$ cat src/wcr_pkg.sv
package wcr_pkg;

    // ------------------------------------------------------------
    // register map (byte offsets from the unit base; slot stride and in-slot offsets last)
    // ------------------------------------------------------------
    localparam logic [11:0] WCR_OFF_CTRL = 12'h000;
    localparam logic [11:0] WCR_OFF_PCS = 12'h01c;
    localparam logic [11:0] WCR_OFF_CMP0 = 12'h020;
    localparam logic [11:0] WCR_CMP_STRIDE = 12'h010;
    localparam logic [11:0] WCR_OFF_REF = 12'h000;
    localparam logic [11:0] WCR_OFF_IGN = 12'h004;
    localparam logic [11:0] WCR_OFF_ACT = 12'h008;

    // ------------------------------------------------------------
    // field positions and reset values
    // ------------------------------------------------------------
    localparam int WCR_CNT_LSB = 28;
    localparam int WCR_MATCH_BIT = 24;
    localparam int WCR_IGN_W = 5;
    localparam int WCR_ACT_W = 4;
    localparam logic [31:0] WCR_PCS_INVALID = 32'hffffffff;
    localparam logic [31:0] WCR_UNIMPL_READ = 32'h00000000;
    localparam logic WCR_MATCH_RST = 1'b0;

    // ------------------------------------------------------------
    // action select encodings
    // ------------------------------------------------------------
    typedef enum logic [3:0] {
        WCR_ACT_OFF = 4'b0000,
        WCR_ACT_IADDR = 4'b0100,
        WCR_ACT_DRD = 4'b0101,
        WCR_ACT_DWR = 4'b0110,
        WCR_ACT_DRW = 4'b0111
    } wcr_act_e;

    // register access request from the debug port
    typedef struct packed {
        logic rd;
        logic wr;
        logic [11:0] addr;
        logic [31:0] wdata;
        logic word;
    } wcr_req_s;

    // processor access stream
    typedef struct packed {
        logic ivalid;
        logic [31:0] iaddr;
        logic dvalid;
        logic dread;
        logic [31:0] daddr;
    } wcr_bus_s;

endpackage

$ cat src/wcr_comparator.sv
`timescale 1ns/1ps
module wcr_comparator
    import wcr_pkg::*;
#(
    parameter int MAX_IGN = 31
)
(
    // clock and reset
    input wire logic core_clk,
    input wire logic rstn,
    // programming
    input wire logic ref_we,
    input wire logic ign_we,
    input wire logic act_we,
    input wire logic [31:0] wdata,
    input wire logic act_rd,
    // access stream
    input wire wcr_bus_s bus,
    // register view
    output logic [31:0] ref_val,
    output logic [WCR_IGN_W-1:0] ign_val,
    output logic [WCR_ACT_W-1:0] act_val,
    output logic matched,
    output logic hit
);

    typedef struct packed {
        logic [31:0] ref_v;
        logic [WCR_IGN_W-1:0] ign;
        logic [WCR_ACT_W-1:0] act;
        logic matched;
    } wcr_cmp_s;

    localparam logic [WCR_IGN_W-1:0] IGN_MAX = WCR_IGN_W'(MAX_IGN);

    wcr_cmp_s st_q;
    wcr_cmp_s st_d;
    logic [31:0] keep_mask;
    logic sel_hit;

    // masked compare: low bits dropped from the access address
    function automatic logic addr_eq(input logic [31:0] a, input logic [31:0] r,
                                     input logic [31:0] m);
        addr_eq = ((a & m) == r);
    endfunction

    // ------------------------------------------------------------
    // match selection
    // ------------------------------------------------------------
    always_comb
    begin
        keep_mask = 32'hffffffff << st_q.ign; // [RULE16]
        sel_hit = 1'b0;
        case (st_q.act) // [RULE15]
            WCR_ACT_IADDR: sel_hit = bus.ivalid && addr_eq(bus.iaddr, st_q.ref_v, keep_mask);
            WCR_ACT_DRD: sel_hit = bus.dvalid && bus.dread &&
                                    addr_eq(bus.daddr, st_q.ref_v, keep_mask);
            WCR_ACT_DWR: sel_hit = bus.dvalid && !bus.dread &&
                                    addr_eq(bus.daddr, st_q.ref_v, keep_mask);
            WCR_ACT_DRW: sel_hit = bus.dvalid && addr_eq(bus.daddr, st_q.ref_v, keep_mask);
            default: sel_hit = 1'b0; // disabled and reserved codes never match
        endcase
    end

    // ------------------------------------------------------------
    // next state
    // ------------------------------------------------------------
    always_comb
    begin
        st_d = st_q;
        if (ref_we)
            st_d.ref_v = wdata; // [RULE5]
        if (ign_we)
            // oversize requests clamp so software can probe the limit
            st_d.ign = (wdata[WCR_IGN_W-1:0] > IGN_MAX) ? IGN_MAX : wdata[WCR_IGN_W-1:0]; // [RULE9] [RULE10]
        if (act_we)
            st_d.act = wdata[WCR_ACT_W-1:0]; // [RULE13]
        if (act_rd)
            st_d.matched = 1'b0; // [RULE12]
        if (sel_hit)
            st_d.matched = 1'b1; // set beats the read clear [RULE11]
    end

    // reference and ignore size are not reset, only action and flag [RULE6]
    always_ff @(posedge core_clk or negedge rstn)
    begin
        if (!rstn)
        begin
            st_q.act <= WCR_ACT_OFF; // [RULE14]
            st_q.matched <= WCR_MATCH_RST; // [RULE19]
        end
        else
        begin
            st_q <= st_d;
        end
    end

    assign ref_val = st_q.ref_v;
    assign ign_val = st_q.ign;
    assign act_val = st_q.act;
    assign matched = st_q.matched;
    // unregistered here so the top's single flop keeps the hit in step with the flag
    assign hit = sel_hit;

endmodule

$ cat src/wcr_regs.sv
// Notes on behaviour
// RULE1 - pc sample register returns a full 32-bit recent instruction address, read only.
// RULE2 - pc sample contents are undefined after reset; no initial value expected.
// RULE3 - bit zero of the sample reads zero unless the all-ones invalid value.
// RULE4 - without pc sampling, the sample location reads zero and ignores writes.
// RULE5 - each comparator owns a 32-bit read/write reference address register.
// RULE6 - reference and ignore-size registers are undefined after reset.
// RULE7 - comparator registers exist only for indices zero to count minus one.
// RULE8 - slots beyond the count read unknown; debugger writes only zeros there.
// RULE9 - ignore-size register holds a 5-bit low field; upper 27 bits reserved.
// RULE10 - writing all ones to ignore size reads back the largest supported size.
// RULE11 - action register bit 24 is a read-only sticky flag set by a match.
// RULE12 - any read of the action register clears the flag, returning the old value.
// RULE13 - action register low four bits are read/write and select the match action.
// RULE14 - power-on reset clears the action select, disabling every comparator.
// RULE15 - encodings: 0 off, 4 instr, 5 data read, 6 data write, 7 both.
// RULE16 - match when the address with low ignore bits cleared equals the reference.
// RULE17 - pc sample accepts only word reads and discards every write.
// RULE18 - comparator count is reported in a read-only control register field.
// RULE19 - sticky match flag is reset to zero.
`timescale 1ns/1ps
module wcr_regs
    import wcr_pkg::*;
#(
    parameter int NUM_CMP = 4,
    parameter bit HAS_PCS = 1'b1,
    parameter int MAX_IGN = 31
)
(
    // clock and reset
    input wire logic core_clk,
    input wire logic rstn,
    // debug access port request
    input wire wcr_req_s req,
    // processor streams
    input wire wcr_bus_s bus,
    input wire logic exec_valid,
    input wire logic [31:0] exec_addr,
    input wire logic sample_blocked,
    // debug access port answer
    output logic [31:0] rdata,
    output logic rvalid,
    // match events
    output logic [NUM_CMP-1:0] cmp_hit
);

    // ------------------------------------------------------------
    // state
    // ------------------------------------------------------------
    typedef struct packed {
        logic [31:0] pcs;
        logic [31:0] rdata;
        logic rvalid;
        logic [NUM_CMP-1:0] hit;
    } wcr_top_s;

    localparam logic [3:0] CNT_FIELD = 4'(NUM_CMP);

    wcr_top_s st_q;
    wcr_top_s st_d;
    logic [31:0] ref_v [NUM_CMP];
    logic [WCR_IGN_W-1:0] ign_v [NUM_CMP];
    logic [WCR_ACT_W-1:0] act_v [NUM_CMP];
    logic [NUM_CMP-1:0] matched_v;
    logic [NUM_CMP-1:0] hit_v;
    logic [NUM_CMP-1:0] ref_we;
    logic [NUM_CMP-1:0] ign_we;
    logic [NUM_CMP-1:0] act_we;
    logic [NUM_CMP-1:0] act_rd;

    // offset of register reg_off within comparator slot n
    function automatic logic [11:0] slot_addr(input int n, input logic [11:0] reg_off);
        slot_addr = WCR_OFF_CMP0 + 12'(n) * WCR_CMP_STRIDE + reg_off;
    endfunction

    // ------------------------------------------------------------
    // comparator slots
    // ------------------------------------------------------------
    // only implemented indices get hardware [RULE7]
    for (genvar g = 0; g < NUM_CMP; g++)
    begin : g_cmp
        assign ref_we[g] = req.wr && (req.addr == slot_addr(g, WCR_OFF_REF));
        assign ign_we[g] = req.wr && (req.addr == slot_addr(g, WCR_OFF_IGN));
        assign act_we[g] = req.wr && (req.addr == slot_addr(g, WCR_OFF_ACT));
        assign act_rd[g] = req.rd && (req.addr == slot_addr(g, WCR_OFF_ACT)); // [RULE12]

        wcr_comparator #(
            .MAX_IGN(MAX_IGN)
        ) u_cmp (
            .core_clk(core_clk),
            .rstn(rstn),
            .ref_we(ref_we[g]),
            .ign_we(ign_we[g]),
            .act_we(act_we[g]),
            .wdata(req.wdata),
            .act_rd(act_rd[g]),
            .bus(bus),
            .ref_val(ref_v[g]),
            .ign_val(ign_v[g]),
            .act_val(act_v[g]),
            .matched(matched_v[g]),
            .hit(hit_v[g])
        );
    end

    // ------------------------------------------------------------
    // next state and read mux
    // ------------------------------------------------------------
    always_comb
    begin
        st_d = st_q;
        st_d.hit = hit_v;
        st_d.rvalid = req.rd;
        // sampling: blocked states give the invalid pattern, else halfword pc
        if (sample_blocked)
            st_d.pcs = WCR_PCS_INVALID; // [RULE3]
        else if (exec_valid)
            st_d.pcs = {exec_addr[31:1], 1'b0}; // [RULE1] [RULE3]
        if (req.rd)
        begin
            // unmapped and unimplemented slots read zero [RULE8]
            st_d.rdata = WCR_UNIMPL_READ;
            if (req.addr == WCR_OFF_CTRL)
                st_d.rdata = {CNT_FIELD, 28'h0000000}; // [RULE18]
            else if (req.addr == WCR_OFF_PCS)
                // sub-word reads are not defined; return zero for them [RULE17]
                st_d.rdata = (HAS_PCS && req.word) ? st_q.pcs : 32'h00000000; // [RULE4]
            for (int n = 0; n < NUM_CMP; n++)
            begin
                if (req.addr == slot_addr(n, WCR_OFF_REF))
                    st_d.rdata = ref_v[n];
                if (req.addr == slot_addr(n, WCR_OFF_IGN))
                    st_d.rdata = {27'h0000000, ign_v[n]}; // [RULE9]
                if (req.addr == slot_addr(n, WCR_OFF_ACT))
                    st_d.rdata = {7'h00, matched_v[n], 20'h00000, act_v[n]}; // [RULE11]
            end
        end
    end

    // ------------------------------------------------------------
    // registers
    // ------------------------------------------------------------
    // answer path resets; writes to control and sample are simply not decoded [RULE17]
    // the sample holds no reset value [RULE2]
    always_ff @(posedge core_clk or negedge rstn)
    begin
        if (!rstn)
        begin
            st_q.rdata <= 32'h00000000;
            st_q.rvalid <= 1'b0;
            st_q.hit <= '0;
        end
        else
        begin
            st_q <= st_d;
        end
    end

    assign rdata = st_q.rdata;
    assign rvalid = st_q.rvalid;
    assign cmp_hit = st_q.hit;

endmodule

$ cat config.mk
export PLATFORM = sky130hd
export DESIGN_NAME = wcr_regs
export DESIGN_NICKNAME = d
export VERILOG_FILES = /design/src/wcr_pkg.sv /design/src/wcr_comparator.sv /design/src/wcr_regs.sv
export SDC_FILE = /design/constraint.sdc
export NUM_CORES = 1
export LEC_CHECK = 0
export BUFFER_PORTS_ARGS = -buffer_cell sky130_fd_sc_hd__buf_2
export CAP_MARGIN = 10
export CORE_ASPECT_RATIO = 0.6
export CORE_UTILIZATION = 30
export DETAILED_ROUTE_END_ITERATION = 6
export GPL_ROUTABILITY_DRIVEN = 0
export PLACE_DENSITY = 0.48
export SKIP_CTS_REPAIR_TIMING = 1
export SKIP_LAST_GASP = 1
export SLEW_MARGIN = 20
export SYNTH_ARGS = -nofsm -noshare
export SYNTH_HDL_FRONTEND = slang
export SYNTH_SLANG_ARGS = --single-unit
$ cat constraint.sdc
create_clock -name core_clk -period 2.7 [get_ports core_clk]
set_input_delay 0.405 -clock core_clk [delete_from_list [all_inputs] [get_ports core_clk]]
set_output_delay 0.405 -clock core_clk [all_outputs]
set_load 0.05 [all_outputs]
==> run metrics, run 1 <==
post-synthesis compound-gate area fraction=between 20 and 25%; CTS tree=built; crit start category=flop; Net Sw Frac=roughly a quarter; adder-cell share of the synthesized area=less than 1%; clk root buf=clkbuf_16; gr usage total=a little under a third; XOR/XNOR share of the synthesized area=9.23%; Post-synth EDFFs=180; Iteration-0 DRC Markers=3029; die width=about 300 µm; grt met1 use=43.2%; fmax=between 300 and 400 MHz; failing checks=design-rule violations, negative setup slack; internal power=just over 6 mW; Max-Cap Viols=0; final instance area=19100 µm²; busiest grt layer=met1; Comb power frac=about 9.7%; Routed WL=between 80 and 90 mm; Syn. warnings=0; sequential area share after synthesis=a little over two fifths; Critical Path Sink=cmp_hit[2]; Post-Syn Nets=around 1800; R2R setup slack=-110 ps; Clk network pwr share=a little over two fifths; io pins=between 150 and 200; row count=64; ys flop type=edfxtp_1; min cycle time layout=about 2800 ps; # setup viols final=3; Final Hold Fails=0; RR Startpoint=g_cmp[2].u_cmp.ign_val[1]; Fin Hold WS=approximately 25 ps; CP max FO=14; GR Util met3=between 10% and 20%; synthesized area per cell=approximately 9.6 µm²; grt ovf=0; Num CTS Buffers=25; Crit path arrival time=between 3000 and 4000 ps; simple-gate share of the synthesized area=between 10% and 20%; Synth cell types=82; Final HPWL DP=between 60 and 70 mm; CTS clk-pin slew, worst paths=around 60 ps; DR DRC count=19; Mapped Area=approximately 16000 µm²; Setup WS pre-CTS=-183 ps; Layout area overhead=22.3%; Hold Path Class=in -> async; post-route antenna net violation count=0; Worst EP required=approximately 3200 ps; CP Class=reg -> reg; setup tns final=-175 ps; Max IR drop VDD=420 µV; Leak=7.18 nW; Pins Over Slew Limit=0; Clock Latency Late Sink=590 ps; FF+latch count, synth=between 200 and 250; layout cells sized above 1=between 20% and 30%; leading cell type in the layout, fill and taps excluded=buf_2; number of global-route vias before repair=around 15000; register share of total power=47.9%; share of flip-flops with an asynchronous set or reset=~24%; final period utilization=104%; crit end category=flop; highest-count cells in the layout ignoring fill and taps=184 x buf_2, 180 x edfxtp_1, 145 x buf_4, 128 x nand2_1, 94 x nand3_1; largest net degree at the start of global routing=62; vias per inst=a little over 6; Port Buf Inserts=185; Die Ht=179 µm; unrepaired setup endpoints after global routing=yes; Mapped Cells=1634; CTS Buffer Depth=3; Via Count=around 16000; first-pass GRT wire length=between 100 and 150 mm; drt pass-1 iters=7; Core Footprint=51200 µm²; Sw Pwr=around 2.2 mW; clk sinks=approximately 240; Max-slew headroom=about a third; Slew @ Worst Pin=about 980 ps; post-synthesis mux area share=1.61%; Final Skew=between 15 and 20 ps; Final WS setup=-109 ps; Synth top area share=around a third; Placement Cell Area=around 18000 µm²; synth top area cells=edfxtp_1 35%, dfrtp_1 9.1%, xor2_1 5.1%, xnor2_1 4.1%, a22oi_1 3.2%; final-stage net count=just over 2000; initial antenna violation count=5; largest family of logic cells by synthesized area=compound AO/OA/AOI/OAI gates; met2 usage=roughly 38%; area leader, netlist=edfxtp_1; Initial Util=between 30% and 40%; DR WL/cell=between 30 and 40 µm; Reg2Reg Depth=9; Pwr Density=~440 nW/µm²; CP Launch Point=g_cmp[2].u_cmp.ign_val[1]; Die ar.=about 53000 µm²; Clock H-tree levels=1; status=finished with violations; RR Endpoint=cmp_hit[2]
==> registers in the layout, summed over array words and instances (netlist names) <==
| register | flops |
|---|---|
| g_cmp.u_cmp.ign_val | 20 |
| cmp_hit | 4 |
| rdata | 32 |
| g_cmp.u_cmp.matched | 4 |
| st_q | 32 |
| g_cmp.u_cmp.ref_val | 128 |
| g_cmp.u_cmp.act_val | 16 |
| rvalid | 1 |
==> cell usage after synthesis (all sizes together) (8+ instances only) <==
master   number
a21oi        89
a211oi       10
nand2b       36
nor2         50
nor3b        10
a31oi        16
a2111oi      17
o2111ai      17
and3         12
mux2         18
inv          74
a21o         13
xor2         91
buf          80
dfrtp        57
or4          11
xnor2        74
o22ai        37
clkbuf       51
a211o        34
nand4        35
nand3b        8
o21ai        79
nor3         33
edfxtp      180
o221ai        9
o211ai       16
a22oi        66
nand3        94
nand2       129
nor4         25
nor2b        51
==> worst min path at each step <==
stage / start / cells after the start / slack, ps / to
floorplan: rstn / 0 / 110 / cmp_hit[0]
global placement: g_cmp[3].u_cmp.matched / 1 / 460 / g_cmp[3].u_cmp.matched
detailed placement: g_cmp[3].u_cmp.matched / 1 / 490 / g_cmp[3].u_cmp.matched
CTS: rstn / 2 / 40 / rvalid
global route: req[22] / 1 / 40 / g_cmp[0].u_cmp.ref_val[21]
finish: rstn / 2 / 20 / rvalid
==> layout make-up <==
cell class	count	area (µm²)
fillers	5218	32100
multi-input cells	1190	7950
flip-flops and latches	237	6830
repair buffers	348	2380
well taps	693	867
clock buffers	32	692
inverters	76	285
clock inverters	14	124
diodes	2	5.00
==> stage by stage <==
| stage | instances | power [mW] | utilization [%] |
|---|---|---|---|
| 2_1_floorplan | 1634 | 4.33 | - |
| 3_3_place_gp | 2536 | 4.82 | 35.5 |
| 3_5_place_dp | 2536 | 4.83 | 35.5 |
| 4_1_cts | 2582 | 8.35 | 37.1 |
| 5_1_grt | 2591 | 8.55 | 37.3 |
| 6_report | 2592 | 8.34 | 37.3 |
==> cell families (layout without fill, tap and decap cells) <==
group | count (synthesis) | in the layout
and+or+nand+nor | 534 | 534
other | 0 | 2
DFF | 237 | 237
AOI/OAI and AO/OA | 467 | 467
adders and majority gates | 1 | 1
muxes | 23 | 23
buffers and inverters | 207 | 470
xor gates and xnor gates | 165 | 165
==> critical path, cell delays in order (launching register included) <==
cell and delay (ps):
edfxtp_1 500, buf_12 200, nor2_1 290, o21ai_0 180, xnor2_1 150, a2111oi_0 460, nand4_1 180, nor4_1 370
buf_4 240, nand2b_1 160
==> routing by layer <==
layer,up-vias,share of wire [%]
li1,6632,-
met1,7844,43
met2,1365,35
met3,199,19
met4,6,2.4
met5,-,0.38
==> power by group through the flow <==
| stage | combinational [mW] | clock [mW] | sequential, mW |
|---|---|---|---|
| after floorplan | 0.271 | 0 | 4.05 |
| after global placement | 0.746 | 0 | 4.07 |
| after detailed placement | 0.753 | 0 | 4.07 |
| after CTS | 0.757 | 3.60 | 4.00 |
| after global routing | 0.819 | 3.73 | 4.00 |
| final | 0.808 | 3.54 | 4.00 |
Power figures use the tool's default switching activity.
==> run 2, diff against run 1 <==
- CORE_MARGIN: unset -> 10
==> run 2 against run 1 <==
Compared with the run above:
- the flow still finishes with violations (design-rule violations, negative setup slack)
- non-clock buffer count increased by 21
- combinational power decreased by 2%
- via count decreased by 0.77%
- critical endpoint is now g_cmp[1].u_cmp.matched
- highest routed layer unchanged
==> run metrics, run 2 (same netlist as run 1, synthesis figures left out) <==
Placement Cell Area=18200 µm² (about the same); unrepaired setup endpoints after global routing=yes (unchanged); CTS Buffer Depth=3 (unchanged); Pins Over Slew Limit=0 (unchanged); final period utilization=101% (was 104%); CP Class=reg -> reg (unchanged); Net Sw Frac=25.7% (was 26.4%); RR Endpoint=g_cmp[1].u_cmp.matched (was cmp_hit[2]); highest-count cells in the layout ignoring fill and taps=184 x buf_2, 180 x edfxtp_1, 168 x buf_4, 129 x nand2_1, 94 x nand3_1 (was 184 x buf_2, 180 x edfxtp_1, 145 x buf_4, 128 x nand2_1, 94 x nand3_1); Sw Pwr=2.11 mW (was 2.20 mW); final-stage net count=2048 (was 2028); Final HPWL DP=67.2 mm (was 65.7 mm); first-pass GRT wire length=113 mm (was 112 mm); number of flip-flops in the largest register=128 (unchanged); Slew @ Worst Pin=1020 ps (was 981 ps); # fillers=5257 (was 5218); drt pass-1 iters=7 (unchanged); number of global-route vias before repair=14900 (was 14600); min cycle time layout=2740 ps (was 2810 ps); post-route antenna net violation count=0 (unchanged); RR Startpoint=g_cmp[1].u_cmp.ign_val[1] (was g_cmp[2].u_cmp.ign_val[1]); CP max FO=18 (was 14); Final Hold Fails=0 (unchanged); Hold Path Class=in -> async (unchanged); CTS clk-pin slew, worst paths=70 ps (was 60 ps); Pwr Density=426 nW/µm² (was 436 nW/µm²); Final WS setup=-38.9 ps (was -109 ps); Comb power frac=9.7% (about the same); Setup WS pre-CTS=-85.6 ps (was -183 ps); gr usage total=25.5% (was 30.1%); Max IR drop VDD=397 µV (was 420 µV); clk sinks=237 (unchanged); Die Ht=197 µm (was 179 µm); Max-slew headroom=32.2% (was 34.6%); slowest cell on the critical path=a211oi_1 (was edfxtp_1); failing checks=design-rule violations, negative setup slack (unchanged); internal power=6.08 mW (was 6.14 mW); grt ovf=0 (unchanged); register share of total power=48.8% (was 47.9%); DR WL/cell=31.7 µm (was 31.8 µm); row count=64 (unchanged); Critical Path Most Common Cell=buf_4; vias per inst=6.10 (was 6.19); CP cell instances=buf_4 -> a21o_1 -> a211oi_1 -> a2111oi_1 -> buf_4 -> and4_1 -> nand4_1 -> nand3_1 (was buf_12 -> nor2_1 -> o21ai_0 -> xnor2_1 -> a2111oi_0 -> nand4_1 -> nor4_1 -> buf_4 -> nand2b_1); fmax=365 MHz (was 356 MHz); Max-Cap Viols=0 (unchanged); status=finished with violations (unchanged); Via Count=15900 (was 16000); Pwr Total=8.19 mW (was 8.34 mW); Die ar.=62000 µm² (was 53100 µm²); CTS tree=built (unchanged); # setup viols final=5 (was 3); Leak=7.26 nW (was 7.18 nW); Core Footprint=51200 µm² (unchanged); Final Skew=10.0 ps (was 18.9 ps); Clock H-tree levels=1 (unchanged); setup tns final=-110 ps (was -175 ps); final instance area=19200 µm² (was 19100 µm²); Seq. cell area=6830 µm² (unchanged); DR DRC count=8 (was 19); Clock Latency Late Sink=560 ps (was 590 ps); Routed WL=82.8 mm (was 82.5 mm); io pins=187 (unchanged); Layout area overhead=22.9% (was 22.3%); Iteration-0 DRC Markers=2986 (was 3029); leading cell type in the layout, fill and taps excluded=buf_2 (unchanged); initial antenna violation count=4 (was 5); layout cells sized above 1=24.5% (was 23.5%); Port Buf Inserts=185 (unchanged); clk root buf=clkbuf_16 (unchanged); Num CTS Buffers=24 (was 25); Fin Hold WS=20.9 ps (was 24.9 ps); Worst path max stage delay=760 ps (was 500 ps); multi-input combinational cell area=7980 µm² (was 7950 µm²); R2R setup slack=-40 ps (was -110 ps); crit start category=flop (unchanged); Reg2Reg Depth=8 (was 9); crit end category=flop (unchanged); Clk network pwr share=41.5% (was 42.4%); Worst EP required=3140 ps (was 3200 ps); largest net degree at the start of global routing=64 (was 62); Crit path arrival time=3180 ps (was 3310 ps); Initial Util=30.5% (unchanged); die width=315 µm (was 297 µm)
-- run 2: cell types whose count changed in the layout (fill, tap and decap cells not counted), sizes merged --
| cell | delta |
|---|---|
| buf | +20 |
| clkbuf | +1 |
| clkinvlp | -2 |
| diode | -1 |
| inv | -1 |
-- run 2: area by class of cell --
cell class / count / share of cell area, %
Inverter: 76 / 1.50
Clock inverter: 11 / 0.475
Clock buffer: 32 / 3.54
Antenna cell: 1 / 0.0130
Sequential cell: 237 / 35.5
Multi-Input combinational cell: 1190 / 41.5
Tap cell: 693 / 4.51
Timing Repair Buffer: 369 / 13.0
-- run 2: worst max-delay path by stage --
stage                              start                        end  slack, ps  cells past startpoint
2_1_floorplan                    req[41]  g_cmp[0].u_cmp.ref_val[0]       -190                      4
3_3_place_gp   g_cmp[3].u_cmp.ign_val[1]     g_cmp[3].u_cmp.matched        -90                     10
3_5_place_dp                     bus[23]     g_cmp[3].u_cmp.matched        -90                     10
4_1_cts        g_cmp[3].u_cmp.ign_val[1]     g_cmp[3].u_cmp.matched        -70                     10
5_1_grt        g_cmp[2].u_cmp.ign_val[1]                 cmp_hit[2]        -50                      9
6_report       g_cmp[1].u_cmp.ign_val[1]     g_cmp[1].u_cmp.matched        -40                      8
-- run 2: through the flow --
stage	instances	utilization (%)
after floorplan	1634	-
after global placement	2547	35.6
after detailed placement	2547	35.6
after CTS	2590	37.1
after global routing	2609	37.5
final	2609	37.5
-- run 2: power groups by stage --
stage	Sequential, mW	Clock, mW	Combinational [mW]
floorplan	4.05	0	0.271
global placement	4.07	0	0.736
detailed placement	4.07	0	0.741
CTS	4.00	3.45	0.745
global route	4.00	3.60	0.813
finish	4.00	3.40	0.794
-- run 2: worst max-delay path, delay by kind of cell (launching register included) --
family / cells / cell delay (ps)
flip-flops: 1 / 480
AO/OA/AOI/OAI: 3 / 1230
AND/OR/NAND/NOR: 3 / 460
buffers and inverters: 2 / 460
-- run 2: routing by layer --
| metal | global-route usage (%) | part of all wire (%) |
|---|---|---|
| met1 | 37.3 | 43 |
| met2 | 31.2 | 36 |
| met3 | 14.3 | 19 |
| met4 | 4.82 | 2.2 |
| met5 | 2.58 | 0.23 |
